$ cat config.mk
export PLATFORM = sky130hd
export DESIGN_NAME = vrzm_top
export DESIGN_NICKNAME = d
export VERILOG_FILES = /design/src/vrzm_pkg.sv /design/src/vrzm_zero_run.sv /design/src/vrzm_ramp_step.sv /design/src/vrzm_top.sv
export SDC_FILE = /design/constraint.sdc
export NUM_CORES = 1
export LEC_CHECK = 0
export BUFFER_PORTS_ARGS = -buffer_cell sky130_fd_sc_hd__buf_2
export CAP_MARGIN = 15
export CORE_MARGIN = 2
export CORE_UTILIZATION = 45
export CTS_CLUSTER_DIAMETER = 120
export DETAILED_ROUTE_END_ITERATION = 12
export PLACE_DENSITY_LB_ADDON = 0.05
export RECOVER_POWER = 50
export SYNTH_ARGS = -nofsm -noshare
export SYNTH_HDL_FRONTEND = slang
export SYNTH_HIERARCHICAL = 1
export SYNTH_SLANG_ARGS = --single-unit
$ cat constraint.sdc
create_clock -name core_clk -period 8.6 [get_ports core_clk]
set_clock_uncertainty 0.1 [all_clocks]
set_input_delay 0.86 -clock core_clk [delete_from_list [all_inputs] [get_ports core_clk]]
set_output_delay 0.86 -clock core_clk [all_outputs]
set_load 0.02 [all_outputs]
$ cat src/vrzm_pkg.sv
package vrzm_pkg;

   typedef logic [7:0] vrzm_byte_type;

   // Register offsets
   localparam vrzm_byte_type VRZM_VOL_TARGET_OFFS = 8'h4c;
   localparam vrzm_byte_type VRZM_RAMP_CTRL_OFFS  = 8'h4e;
   localparam vrzm_byte_type VRZM_EMERG_CTRL_OFFS = 8'h4f;
   localparam vrzm_byte_type VRZM_MUTE_CTRL_OFFS  = 8'h50;
   localparam vrzm_byte_type VRZM_RUN_TIME_OFFS   = 8'h51;
   localparam vrzm_byte_type VRZM_STATUS_OFFS     = 8'h52;
   localparam vrzm_byte_type VRZM_LEFT_VOL_OFFS   = 8'h44;
   localparam vrzm_byte_type VRZM_RIGHT_VOL_OFFS  = 8'h45;

   // Reset values
   localparam vrzm_byte_type VRZM_VOL_TARGET_RST = 8'h30;
   localparam vrzm_byte_type VRZM_RAMP_CTRL_RST  = 8'h33;
   localparam vrzm_byte_type VRZM_EMERG_CTRL_RST = 8'h30;
   localparam vrzm_byte_type VRZM_MUTE_CTRL_RST  = 8'h07;
   localparam vrzm_byte_type VRZM_RUN_TIME_RST   = 8'h00;

   // Field positions
   localparam int unsigned VRZM_DOWN_RATE_LSB  = 6;
   localparam int unsigned VRZM_DOWN_STEP_LSB  = 4;
   localparam int unsigned VRZM_UP_RATE_LSB    = 2;
   localparam int unsigned VRZM_UP_STEP_LSB    = 0;
   localparam int unsigned VRZM_EMERG_RATE_LSB = 6;
   localparam int unsigned VRZM_EMERG_STEP_LSB = 4;
   localparam int unsigned VRZM_LINK_BIT       = 2;
   localparam int unsigned VRZM_RIGHT_EN_BIT   = 1;
   localparam int unsigned VRZM_LEFT_EN_BIT    = 0;
   localparam int unsigned VRZM_RUN_LEFT_LSB   = 4;
   localparam int unsigned VRZM_RUN_RIGHT_LSB  = 0;

   // Rate codes
   localparam logic [1:0] VRZM_RATE_EVERY1  = 2'h0;
   localparam logic [1:0] VRZM_RATE_EVERY2  = 2'h1;
   localparam logic [1:0] VRZM_RATE_EVERY4  = 2'h2;
   localparam logic [1:0] VRZM_RATE_INSTANT = 2'h3;

   // Step size in half-dB code units, indexed by step code
   localparam vrzm_byte_type VRZM_STEP_UNITS [4] = '{8'h08, 8'h04, 8'h02, 8'h01};

   localparam vrzm_byte_type VRZM_UNITY_CODE = 8'h30;
   localparam vrzm_byte_type VRZM_MUTE_CODE  = 8'hff;

   // Zero-sample run lengths in sample periods (times at 96 kHz)
   localparam logic [18:0] VRZM_ZERO_RUN_LEN [8] = '{19'h00450, 19'h013e0, 19'h027f0,
      19'h063f0, 19'h0c8a0, 19'h18f60, 19'h3e760, 19'h7cec0};

   typedef enum logic [1:0] {
      VRZM_HOLD   = 2'b00,
      VRZM_SOFTER = 2'b01,
      VRZM_LOUDER = 2'b11
   } vrzm_ramp_state_type;

endpackage

$ cat src/vrzm_zero_run.sv
`timescale 1ns/1ps
`default_nettype none
module vrzm_zero_run
   import vrzm_pkg::*;
(
   // Clock and reset
   input  wire logic       core_clk,
   input  wire logic       reset,
   // Sample stream status
   input  wire logic       sample_tick,
   input  wire logic       sample_zero,
   input  wire logic [2:0] time_sel,
   // Run reached
   output logic            run_done
);

   logic [18:0] count_reg;
   logic [18:0] count_next;
   logic        done_reg;
   logic        done_next;

   always_comb
   begin
      count_next = count_reg;
      if (sample_tick)
      begin
         if (!sample_zero)
            count_next = 19'h00000;
         else if (count_reg < VRZM_ZERO_RUN_LEN[time_sel])
            count_next = count_reg + 19'h00001;
      end
      done_next = (count_next >= VRZM_ZERO_RUN_LEN[time_sel]);
   end

   always_ff @(posedge core_clk)
   begin
      if (reset)
      begin
         count_reg <= 19'h00000;
         done_reg  <= 1'b0;
      end
      else
      begin
         count_reg <= count_next;
         done_reg  <= done_next;
      end
   end

   assign run_done = done_reg;

endmodule
`default_nettype wire

$ cat src/vrzm_ramp_step.sv
`timescale 1ns/1ps
`default_nettype none
module vrzm_ramp_step
   import vrzm_pkg::*;
(
   // Present and wanted level
   input  wire logic [7:0] cur_code,
   input  wire logic [7:0] goal_code,
   input  wire logic [1:0] step_sel,
   // Level after one update
   output logic      [7:0] stepped_code
);

   logic [7:0] gap;
   logic [7:0] step;

   always_comb
   begin
      step = VRZM_STEP_UNITS[step_sel];
      if (cur_code < goal_code)
      begin
         gap          = goal_code - cur_code;
         stepped_code = (gap <= step) ? goal_code : cur_code + step;
      end
      else
      begin
         gap          = cur_code - goal_code;
         stepped_code = (gap <= step) ? goal_code : cur_code - step;
      end
   end

endmodule
`default_nettype wire

$ cat src/vrzm_top.sv
`timescale 1ns/1ps
`default_nettype none
module vrzm_top
   import vrzm_pkg::*;
(
   // Clock and reset
   input  wire logic       core_clk,
   input  wire logic       reset,
   // Register port
   input  wire logic [7:0] reg_addr,
   input  wire logic [7:0] reg_wdata,
   input  wire logic       reg_wr,
   input  wire logic       reg_rd,
   output logic      [7:0] reg_rdata,
   // Sample timing and data status
   input  wire logic       sample_tick,
   input  wire logic       left_sample_zero,
   input  wire logic       right_sample_zero,
   // Clock error or power loss
   input  wire logic       emergency_ramp,
   // Applied volume codes
   output logic      [7:0] left_volume,
   output logic      [7:0] right_volume,
   // Mute and ramp state
   output logic            left_auto_muted,
   output logic            right_auto_muted,
   output logic            ramp_active
);

   // Control registers
   logic [7:0] target_reg;
   logic [7:0] target_next;
   logic [7:0] ramp_ctrl_reg;
   logic [7:0] ramp_ctrl_next;
   logic [7:0] emerg_ctrl_reg;
   logic [7:0] emerg_ctrl_next;
   logic [7:0] mute_ctrl_reg;
   logic [7:0] mute_ctrl_next;
   logic [7:0] run_time_reg;
   logic [7:0] run_time_next;
   logic [7:0] rdata_reg;
   logic [7:0] rdata_next;

   // Sample pacing and fault input
   logic [1:0] phase_reg;
   logic [1:0] phase_next;
   logic       emerg_reg;
   logic       emerg_next;

   // Auto-mute
   wire logic [1:0] run_done;
   logic      [1:0] eligible;
   logic      [1:0] mute_reg;
   logic      [1:0] mute_next;
   logic            active_reg;
   logic            active_next;

   // Field views
   logic [1:0] down_rate;
   logic [1:0] down_step;
   logic [1:0] up_rate;
   logic [1:0] up_step;
   logic [1:0] emerg_rate;
   logic [1:0] emerg_step;
   logic [1:0] chan_enable;
   logic       chan_link;
   logic [7:0] status_byte;

   assign down_rate   = ramp_ctrl_reg[VRZM_DOWN_RATE_LSB +: 2];
   assign down_step   = ramp_ctrl_reg[VRZM_DOWN_STEP_LSB +: 2];
   assign up_rate     = ramp_ctrl_reg[VRZM_UP_RATE_LSB +: 2];
   assign up_step     = ramp_ctrl_reg[VRZM_UP_STEP_LSB +: 2];
   assign emerg_rate  = emerg_ctrl_reg[VRZM_EMERG_RATE_LSB +: 2];
   assign emerg_step  = emerg_ctrl_reg[VRZM_EMERG_STEP_LSB +: 2];
   assign chan_enable = {mute_ctrl_reg[VRZM_RIGHT_EN_BIT], mute_ctrl_reg[VRZM_LEFT_EN_BIT]};
   assign chan_link   = mute_ctrl_reg[VRZM_LINK_BIT];

   // True on a sample tick that falls on the selected update cadence; always true for the instant rate
   function automatic logic rate_due(input logic [1:0] rate, input logic [1:0] phase,
                                     input logic tick);
      logic due;
      due = 1'b0;
      unique case (rate)
         VRZM_RATE_EVERY1  : due = tick;
         VRZM_RATE_EVERY2  : due = tick && (phase[0] == 1'b0);
         VRZM_RATE_EVERY4  : due = tick && (phase == 2'h0);
         VRZM_RATE_INSTANT : due = 1'b1;
      endcase
      return due;
   endfunction

   // Register writes
   always_comb
   begin
      target_next     = target_reg;
      ramp_ctrl_next  = ramp_ctrl_reg;
      emerg_ctrl_next = emerg_ctrl_reg;
      mute_ctrl_next  = mute_ctrl_reg;
      run_time_next   = run_time_reg;
      if (reg_wr)
      begin
         unique case (reg_addr)
            VRZM_VOL_TARGET_OFFS : target_next = reg_wdata;
            VRZM_RAMP_CTRL_OFFS  : ramp_ctrl_next = reg_wdata;
            VRZM_EMERG_CTRL_OFFS : emerg_ctrl_next = reg_wdata;
            VRZM_MUTE_CTRL_OFFS  : mute_ctrl_next = reg_wdata;
            VRZM_RUN_TIME_OFFS   : run_time_next = reg_wdata;
            default              : ;
         endcase
      end
   end

   always_ff @(posedge core_clk)
   begin
      if (reset)
      begin
         target_reg     <= VRZM_VOL_TARGET_RST;
         ramp_ctrl_reg  <= VRZM_RAMP_CTRL_RST;
         emerg_ctrl_reg <= VRZM_EMERG_CTRL_RST;
         mute_ctrl_reg  <= VRZM_MUTE_CTRL_RST;
         run_time_reg   <= VRZM_RUN_TIME_RST;
      end
      else
      begin
         target_reg     <= target_next;
         ramp_ctrl_reg  <= ramp_ctrl_next;
         emerg_ctrl_reg <= emerg_ctrl_next;
         mute_ctrl_reg  <= mute_ctrl_next;
         run_time_reg   <= run_time_next;
      end
   end

   // Register reads, data valid only in the cycle after the strobe
   assign status_byte = {3'h0, emerg_reg, (g_chan[1].state_reg != VRZM_HOLD),
                         (g_chan[0].state_reg != VRZM_HOLD), mute_reg};

   always_comb
   begin
      rdata_next = 8'h00;
      if (reg_rd)
      begin
         unique case (reg_addr)
            VRZM_VOL_TARGET_OFFS : rdata_next = target_reg;
            VRZM_RAMP_CTRL_OFFS  : rdata_next = ramp_ctrl_reg;
            VRZM_EMERG_CTRL_OFFS : rdata_next = emerg_ctrl_reg;
            VRZM_MUTE_CTRL_OFFS  : rdata_next = mute_ctrl_reg;
            VRZM_RUN_TIME_OFFS   : rdata_next = run_time_reg;
            VRZM_STATUS_OFFS     : rdata_next = status_byte;
            VRZM_LEFT_VOL_OFFS   : rdata_next = g_chan[0].vol_reg;
            VRZM_RIGHT_VOL_OFFS  : rdata_next = g_chan[1].vol_reg;
            default              : rdata_next = 8'h00;
         endcase
      end
   end

   always_ff @(posedge core_clk)
   begin
      if (reset)
         rdata_reg <= 8'h00;
      else
         rdata_reg <= rdata_next;
   end

   // Sample-period phase shared by both channels
   always_comb
   begin
      phase_next = phase_reg;
      if (sample_tick)
         phase_next = phase_reg + 2'h1;
      emerg_next = emergency_ramp;
   end

   always_ff @(posedge core_clk)
   begin
      if (reset)
      begin
         phase_reg <= 2'h0;
         emerg_reg <= 1'b0;
      end
      else
      begin
         phase_reg <= phase_next;
         emerg_reg <= emerg_next;
      end
   end

   // Auto-mute decision
   always_comb
   begin
      eligible = run_done & chan_enable;
      if (chan_link)
         mute_next = {2{&eligible}};
      else
         mute_next = eligible;
   end

   always_ff @(posedge core_clk)
   begin
      if (reset)
         mute_reg <= 2'h0;
      else
         mute_reg <= mute_next;
   end

   // Per-channel zero detection and volume ramp
   for (genvar ch = 0; ch < 2; ch++)
   begin : g_chan
      logic                [7:0] goal;
      logic                [7:0] stepped;
      logic                [1:0] rate;
      logic                [1:0] step;
      logic                      due;
      logic                [7:0] vol_reg;
      logic                [7:0] vol_next;
      vrzm_ramp_state_type       state_reg;
      vrzm_ramp_state_type       state_next;

      vrzm_zero_run u_zero_run (
         .core_clk    (core_clk),
         .reset       (reset),
         .sample_tick (sample_tick),
         .sample_zero ((ch == 0) ? left_sample_zero : right_sample_zero),
         .time_sel    ((ch == 0) ? run_time_reg[VRZM_RUN_LEFT_LSB +: 3]
                                 : run_time_reg[VRZM_RUN_RIGHT_LSB +: 3]),
         .run_done    (run_done[ch])
      );

      vrzm_ramp_step u_ramp_step (
         .cur_code     (vol_reg),
         .goal_code    (goal),
         .step_sel     (step),
         .stepped_code (stepped)
      );

      always_comb
      begin
         // Higher code is quieter; a fault or auto-mute drives toward mute
         goal = (mute_reg[ch] || emerg_reg) ? VRZM_MUTE_CODE : target_reg;
         if (goal > vol_reg)
         begin
            rate = emerg_reg ? emerg_rate : down_rate;
            step = emerg_reg ? emerg_step : down_step;
         end
         else
         begin
            rate = up_rate;
            step = up_step;
         end
         due      = rate_due(rate, phase_reg, sample_tick);
         vol_next = vol_reg;
         if (vol_reg != goal)
         begin
            if (rate == VRZM_RATE_INSTANT)
               vol_next = goal;
            else if (due)
               vol_next = stepped;
         end
         if (vol_next == goal)
            state_next = VRZM_HOLD;
         else if (goal > vol_next)
            state_next = VRZM_SOFTER;
         else
            state_next = VRZM_LOUDER;
      end

      always_ff @(posedge core_clk)
      begin
         if (reset)
         begin
            vol_reg   <= VRZM_VOL_TARGET_RST;
            state_reg <= VRZM_HOLD;
         end
         else
         begin
            vol_reg   <= vol_next;
            state_reg <= state_next;
         end
      end
   end

   // Any channel still moving
   always_comb
   begin
      active_next = (g_chan[0].state_next != VRZM_HOLD) || (g_chan[1].state_next != VRZM_HOLD);
   end

   always_ff @(posedge core_clk)
   begin
      if (reset)
         active_reg <= 1'b0;
      else
         active_reg <= active_next;
   end

   assign reg_rdata        = rdata_reg;
   assign left_volume      = g_chan[0].vol_reg;
   assign right_volume     = g_chan[1].vol_reg;
   assign left_auto_muted  = mute_reg[0];
   assign right_auto_muted = mute_reg[1];
   assign ramp_active      = active_reg;

endmodule
`default_nettype wire

# Yosys cells after proc, flatten, opt, wreduce, memory -nomap -nowiden
# Memories as Yosys holds them, arrays and structs flattened.
# Cells that the tools add are included.
[word_totals]
regBits = 114
romBits = 304
inputBits = 24
out_inout_bits = 27
elab_cells = 137
mem_count = 2
[op_classes]
add_sub_neg = 11
magnitude_cmp = 18
n_eq_ne = 18
muxes = 44
bitwise = 7
n_reduce_logical = 19
[memory_table]
columns = ["memory", "depth", "width", "rd", "rd_clocked_by_memory_dff", "wr", "line", "source"]
rows = [
  ["(no name shown)", 8, 19, 1, 0, 0, "vrzm_zero_run.sv:29", "else if (count_reg < VRZM_ZERO_RUN_LEN[time_sel])"],
  ["(no name shown)", 8, 19, 1, 0, 0, "vrzm_zero_run.sv:29", ""],
]
[ops]
columns = ["cell", "count"]
rows = [
  ["19-bit two-way mux", 10],
  ["8-bit two-way mux", 18],
  ["8-bit by 7-bit equality test with 1-bit output, second input constant", 8],
  ["8-bit case mux with 8 select lines", 1],
  ["8-bit subtractor", 6],
  ["19-bit by 1-bit adder with 19-bit output, second input constant", 2],
  ["19-bit >= comparator", 2],
  ["19-bit less-than comparator", 2],
  ["8-bit binary-select mux with 2-bit select", 2],
  ["8-bit greater-than comparator", 4],
  ["8-bit <= comparator", 4],
  ["2-bit two-way mux", 11],
  ["8-bit adder", 2],
  ["8-bit equality test", 2],
  ["8-bit less-than comparator", 2],
  ["8-bit inequality test", 2],
  ["2-bit AND reduction", 6],
  ["2-bit equality test, second input constant", 4],
  ["4-bit >= comparator, second input constant", 2],
  ["3-bit inverter with 4-bit output", 2],
  ["1-bit case mux with 4 select lines", 2],
  ["2-bit nonzero test", 4],
  ["3-bit >= comparator, second input constant", 2],
  ["2-bit zero test", 3],
  ["other kinds (8)", 14],
]

# Logic depth before layout (Yosys ltp)
[depth]
depth_word = 19
mapped_depth = 29
mapped_depth_nobuf = 26

# By module
# Netlist, hierarchy kept.
[modules_own_cells]
columns = ["mod", "n_inst", "cells_each", "area_per_inst_um2", "seq_area_each_um2"]
rows = [
  ["vrzm_top", 1, 504, 4498.1, 1481.4],
  ["vrzm_ramp_step", 2, 206, 1506.4, 0.0],
  ["vrzm_zero_run (g_chan[0].u_zero_run)", 1, 236, 1914.3, 400.4],
  ["vrzm_zero_run (g_chan[1].u_zero_run)", 1, 224, 1878.1, 400.4],
]

# Worst setup path after synthesis
# Ideal clock, no wire load.
[synth_path]
kind = "reg2reg"
startpoint = "register emerg_reg"
endpoint = "register g_chan[0].state_reg[1]"
setup_ns = 0.115
arrival_time_ns = 5.626
t_required_ns = 8.385
slack_ns = 2.760
path_stages_with_launch = 29
n_path_buf = 4
synth_period_minus_slack_ns = 5.840
cell_sequence = "dfxtp_1 -> clkbuf_1 -> clkbuf_1 -> or3_1 -> ha_1 -> nand4_1 -> or2_2 -> clkbuf_1 -> o21ai_2 -> mux2_2 -> or2_2 -> ha_1 -> a211o_1 -> a31oi_1 -> o2bb2ai_1 -> a2111oi_4 -> or2_1 -> buf_4 -> nor2_1 -> a221o_1 -> a22oi_1 -> a2bb2oi_1 -> ha_1 -> nor2b_1 -> o21ai_0 -> nand2b_1 -> a21oi_1 -> nor2_1 -> a2111oi_0"
[synth_via]
elab_chain_len = 17
elab_cells_between_ends = 34
classes_between = "add/sub: 4; order compare: 5; eq/ne: 5; mux: 17; bitwise: 1; reduce/logical: 2"
[synth_lines]
columns = ["item", "line", "source"]
rows = [
  ["start: declaration", "vrzm_top.sv:47", "logic emerg_reg;"],
  ["start signal: assignment", "vrzm_top.sv:183", "emerg_reg <= emerg_next;"],
  ["1-bit logical OR *", "vrzm_top.sv:238", "goal = (mute_reg[ch] || emerg_reg) ? VRZM_MUTE_CODE : target_reg;"],
  ["8-bit two-way mux *", "vrzm_top.sv:238", ""],
  ["net g_chan[0].goal[3]", "vrzm_top.sv:208", "logic [7:0] goal;"],
  ["8-bit greater-than comparator *", "vrzm_top.sv:239", "if (goal > vol_reg)"],
  ["2-bit two-way mux *", "vrzm_top.sv:239", ""],
  ["net g_chan[0].step[0]", "vrzm_top.sv:211", "logic [1:0] step;"],
  ["2-bit inverter with 3-bit output (not written as such) *", "vrzm_ramp_step.sv:19", "step = VRZM_STEP_UNITS[step_sel];"],
  ["8-bit binary-select mux with 2-bit select *", "vrzm_ramp_step.sv:19", ""],
  ["[4 not listed]", "n/a", ""],
  ["8-bit two-way mux *", "vrzm_ramp_step.sv:20", "if (cur_code < goal_code)"],
  ["net g_chan[0].stepped[1]", "vrzm_top.sv:209", "logic [7:0] stepped;"],
  ["8-bit two-way mux *", "vrzm_top.sv:255", "else if (due)"],
  ["8-bit two-way mux *", "vrzm_top.sv:253", "if (rate == VRZM_RATE_INSTANT)"],
  ["8-bit two-way mux *", "vrzm_top.sv:251", "if (vol_reg != goal)"],
  ["8-bit greater-than comparator", "vrzm_top.sv:260", "else if (goal > vol_next)"],
  ["2-bit two-way mux", "vrzm_top.sv:260", ""],
  ["2-bit two-way mux *", "vrzm_top.sv:258", "if (vol_next == goal)"],
  ["end signal: assignment", "vrzm_top.sv:276", "state_reg <= state_next;"],
  ["end: declaration", "vrzm_top.sv:215", "vrzm_ramp_state_type state_reg;"],
]
# Mark *: on every way through the listed nets, which the timed path passes. The rest lies on a longest branch. The select of a mux whose other input is x is not followed.
# A chain may end at the register's enable or synchronous reset.

# Final worst setup path
[layout_path]
startpoint = "register emerg_reg"
endpoint = "register g_chan[1].state_reg[1]"
[layout_via]
elab_chain_len = 17
elab_cells_between_ends = 34
classes_between = "add/sub: 4; order compare: 5; eq/ne: 5; mux: 17; bitwise: 1; reduce/logical: 2"
[layout_lines]
columns = ["item", "line"]
rows = [
  ["1-bit logical OR *", "vrzm_top.sv:238"],
  ["8-bit two-way mux *", "vrzm_top.sv:238"],
  ["net g_chan[1].goal[1]", "vrzm_top.sv:208"],
  ["8-bit greater-than comparator *", "vrzm_top.sv:239"],
  ["2-bit two-way mux *", "vrzm_top.sv:239"],
  ["net g_chan[1].step[0]", "vrzm_top.sv:211"],
  ["2-bit inverter with 3-bit output (not written as such) *", "vrzm_ramp_step.sv:19"],
  ["8-bit binary-select mux with 2-bit select *", "vrzm_ramp_step.sv:19"],
  ["[4 not listed]", "n/a"],
  ["8-bit two-way mux *", "vrzm_ramp_step.sv:20"],
  ["net g_chan[1].stepped[1]", "vrzm_top.sv:209"],
  ["8-bit two-way mux *", "vrzm_top.sv:255"],
  ["8-bit two-way mux *", "vrzm_top.sv:253"],
  ["8-bit two-way mux *", "vrzm_top.sv:251"],
  ["8-bit greater-than comparator", "vrzm_top.sv:260"],
  ["2-bit two-way mux", "vrzm_top.sv:260"],
  ["2-bit two-way mux *", "vrzm_top.sv:258"],
  ["end signal: assignment", "vrzm_top.sv:276"],
  ["end: declaration", "vrzm_top.sv:215"],
]
# Marked as above.

==> out/results.txt <==
Final worst path period need - 6.528 ns
Critical path fanouts, max - 26
Setup TNS Final - 0 ns
TritonRoute pass-1 iters - 5
CP Class - flop to flop
Total number of vias - 9991
CTS tree - built
Area grow syn2layout - 8.568%
N_diodes - 0
Total power - 2.854 mW
Die ar. - 0.02640 sq mm
Sw Share - 0.4209
Setup-failing EPs final - 0
Number of global-route vias before repair - 9586
Worst-Margin Slew - 3.301 ns
Total wire length - 32.00 mm
Post-synth top flop - dfxtp_1
Ys async rst share - 0
Share of the synthesized area in the top cell type - 0.2019
Number of synthesized flops with an enable pin - 0
Post-CTS setup buffer count - 0
Power per cell area - 232.5 mW/mm^2
Hold Fails Final Rpt - 0
Post-cts sizing count - 0
Post-DP HPWL - 24.77 mm
Final #Nets - 1584
Slew HR - -1.201
Row count - 58
H-tree lvl count - 4
LEAKAGE - 5.415 nW
Max Slew Vio Count - 106
RSZ-0062 raised after global routing - no
Max Freq - 0.1532 GHz
Wire length of the first global-routing pass - 51.33 mm
Via/cell ratio - 5.762
Layout fillers - 2491
Die Height - 162.5 um
Synth top cells by count - ha_1, nor2_1, dfxtp_1
Initial antenna violation count - 1
Top Ports - 51
DR WL/cell - 18.45 um
Insertion delay to the later sink of the worst-skew pair - 0.42 ns
Post-synthesis sequential area ratio - 0.2019
Hold Buf Count CTS - 0
Post-DRT Antenna Nets - 0
Critical Path RT - 8.80 ns
Total clock buffers created by CTS - 17
Layout cells sized above 1 - 0.08761
Clock power frac - 0.264
Type of origin of the critical path - flop
Syn nets - 1569
Worst VDD drop - 131.4 uV
MaxCap Viol Count - 2
CP endpoint kind - flop
Cell area after synthesis - 0.01130 sq mm
Clock buffer depth - 2
DR iter-0 viols - 780
CP arrival - 6.73 ns
Routability-driven placement congestion ratio - 0.8814
Synthesized instance count - 1376
Flops & latches, synth - 114
Share of power burned in registers - 0.228
Combinational cell fraction of total power - 0.508
DRC - 0
Failing checks - capacitance limit, slew limit
Final worst-path cycle share - 0.7591
Port bufs - 50
Starting density of the core - 0.4541
Die X - 162.5 um
Main area contributors after synthesis - dfxtp_1, ha_1, nor2_1, mux2i_1, a21oi_1
# clock sinks - 114
Core area - 0.02489 sq mm
Post-Syn Area per Cell - 8.215 sq um
Pint - 1.653 mW
Gr usage total - 0.2443
Synth unique cells - 90
Most common cell in the synthesized netlist - ha_1
YS warnings - 6
CTS clock-pin slew for the worst setup and hold paths - 0.06 ns
GRT overflow - 0
Status - finished, violations left
Root Buffer - clkbuf_16
Synth area leader - dfxtp_1
Largest net degree at the start of global routing - 70
HP Class - flop to flop
Largest register FFs - 38
Switching pwr - 1.201 mW
layout make-up:
cell class | instances | area, sq um | area share
Clock inverter | 8 | 123.9 | 0.01009
Sequential cell | 114 | 2282 | 0.1860
Multi-Input combinational cell | 1100 | 8318 | 0.6778
Tap cell | 330 | 412.9 | 0.03365
Inverter | 103 | 386.6 | 0.03150
Timing Repair Buffer | 55 | 246.5 | 0.02009
Clock buffer | 24 | 501.7 | 0.04088
final timing paths:
path                                               startpoint                     end  slack, ns  cells past startpoint
worst min register to register  g_chan[0].u_zero_run/run_done             mute_reg[0]       0.37                      2
worst min-delay path            g_chan[0].u_zero_run/run_done             mute_reg[0]       0.37                      2
worst max register to register                      emerg_reg  g_chan[1].state_reg[1]       2.07                     24
worst max-delay path                                emerg_reg  g_chan[1].state_reg[1]       2.07                     24
metrics by stage:
step                      cells  utilization  hold WS, ns  worst slack [ns]  area (sq um)
after global routing       1734       0.4930       0.3904             1.529         12270
after detailed placement   1701       0.4704       0.3595             2.126         11710
after floorplan            1376            -       0.3387             2.760         11300
after global placement     1701       0.4704       0.3578             2.280         11710
final                      1734       0.4930       0.3665             2.072         12270
after CTS                  1733       0.4955       0.3689             2.137         12330
power groups by stage:
stage / clock network [mW] / registers (mW) / logic [mW]
CTS: 0.766 / 0.652 / 1.44
detailed placement: 0 / 0.663 / 1.43
floorplan: 0 / 0.650 / 1.10
global placement: 0 / 0.664 / 1.43
finish: 0.752 / 0.652 / 1.45
global route: 0.791 / 0.659 / 1.62
critical path, cell delays in order (launching register included):
cell and delay, ns:
dfxtp_1 0.86, or3_1 0.36, ha_1 0.29, nor2b_1 0.13, o211ai_1 0.24, a21oi_1 0.16
o21ai_0 0.38, mux2_2 0.42, or2_2 0.35, ha_1 0.23, a211o_1 0.26, a31oi_1 0.14
o2bb2ai_1 0.12, a2111oi_4 0.29, or2_1 0.33, nor2_1 0.07, a221o_1 0.29, a222oi_1 0.26
ha_1 0.29, nor2b_1 0.13, o21ai_0 0.17, nand2b_1 0.08, a21oi_1 0.16, nor2_1 0.06
a2111oi_0 0.24
cells in the final DEF (no fill, tap or decap), types with 23 or more instances in the layout:
cell	synthesis	layout
nor2_1	151	153
o21ai_0	42	42
xnor2_1	29	29
nand3_1	31	32
mux2i_1	44	44
nand2_1	74	74
nand4_1	29	29
nor3_1	29	29
dfxtp_1	114	114
a21oi_1	81	81
xor2_1	34	34
inv_1	103	103
clkbuf_1	29	33
nand2b_1	23	23
ha_1	161	161
per-layer routing:
layer,part of all wire,track usage,up-vias
met5,0.00047,0,-
met4,0.019,0.06959,2
met3,0.028,0.02878,41
met2,0.49,0.4228,173
met1,0.47,0.3205,4739
li1,-,-,5036
cells by family after synthesis:
kind of cell / count (synthesis) / synth area share
compound gates: 325 / 0.2106
xor+xnor: 63 / 0.04882
fa+ha+maj: 170 / 0.1934
buf+inv: 162 / 0.06011
flops: 114 / 0.2019
mux: 68 / 0.06343
simple gates: 474 / 0.2217
No activity file was read; power rests on OpenSTA's default activity.
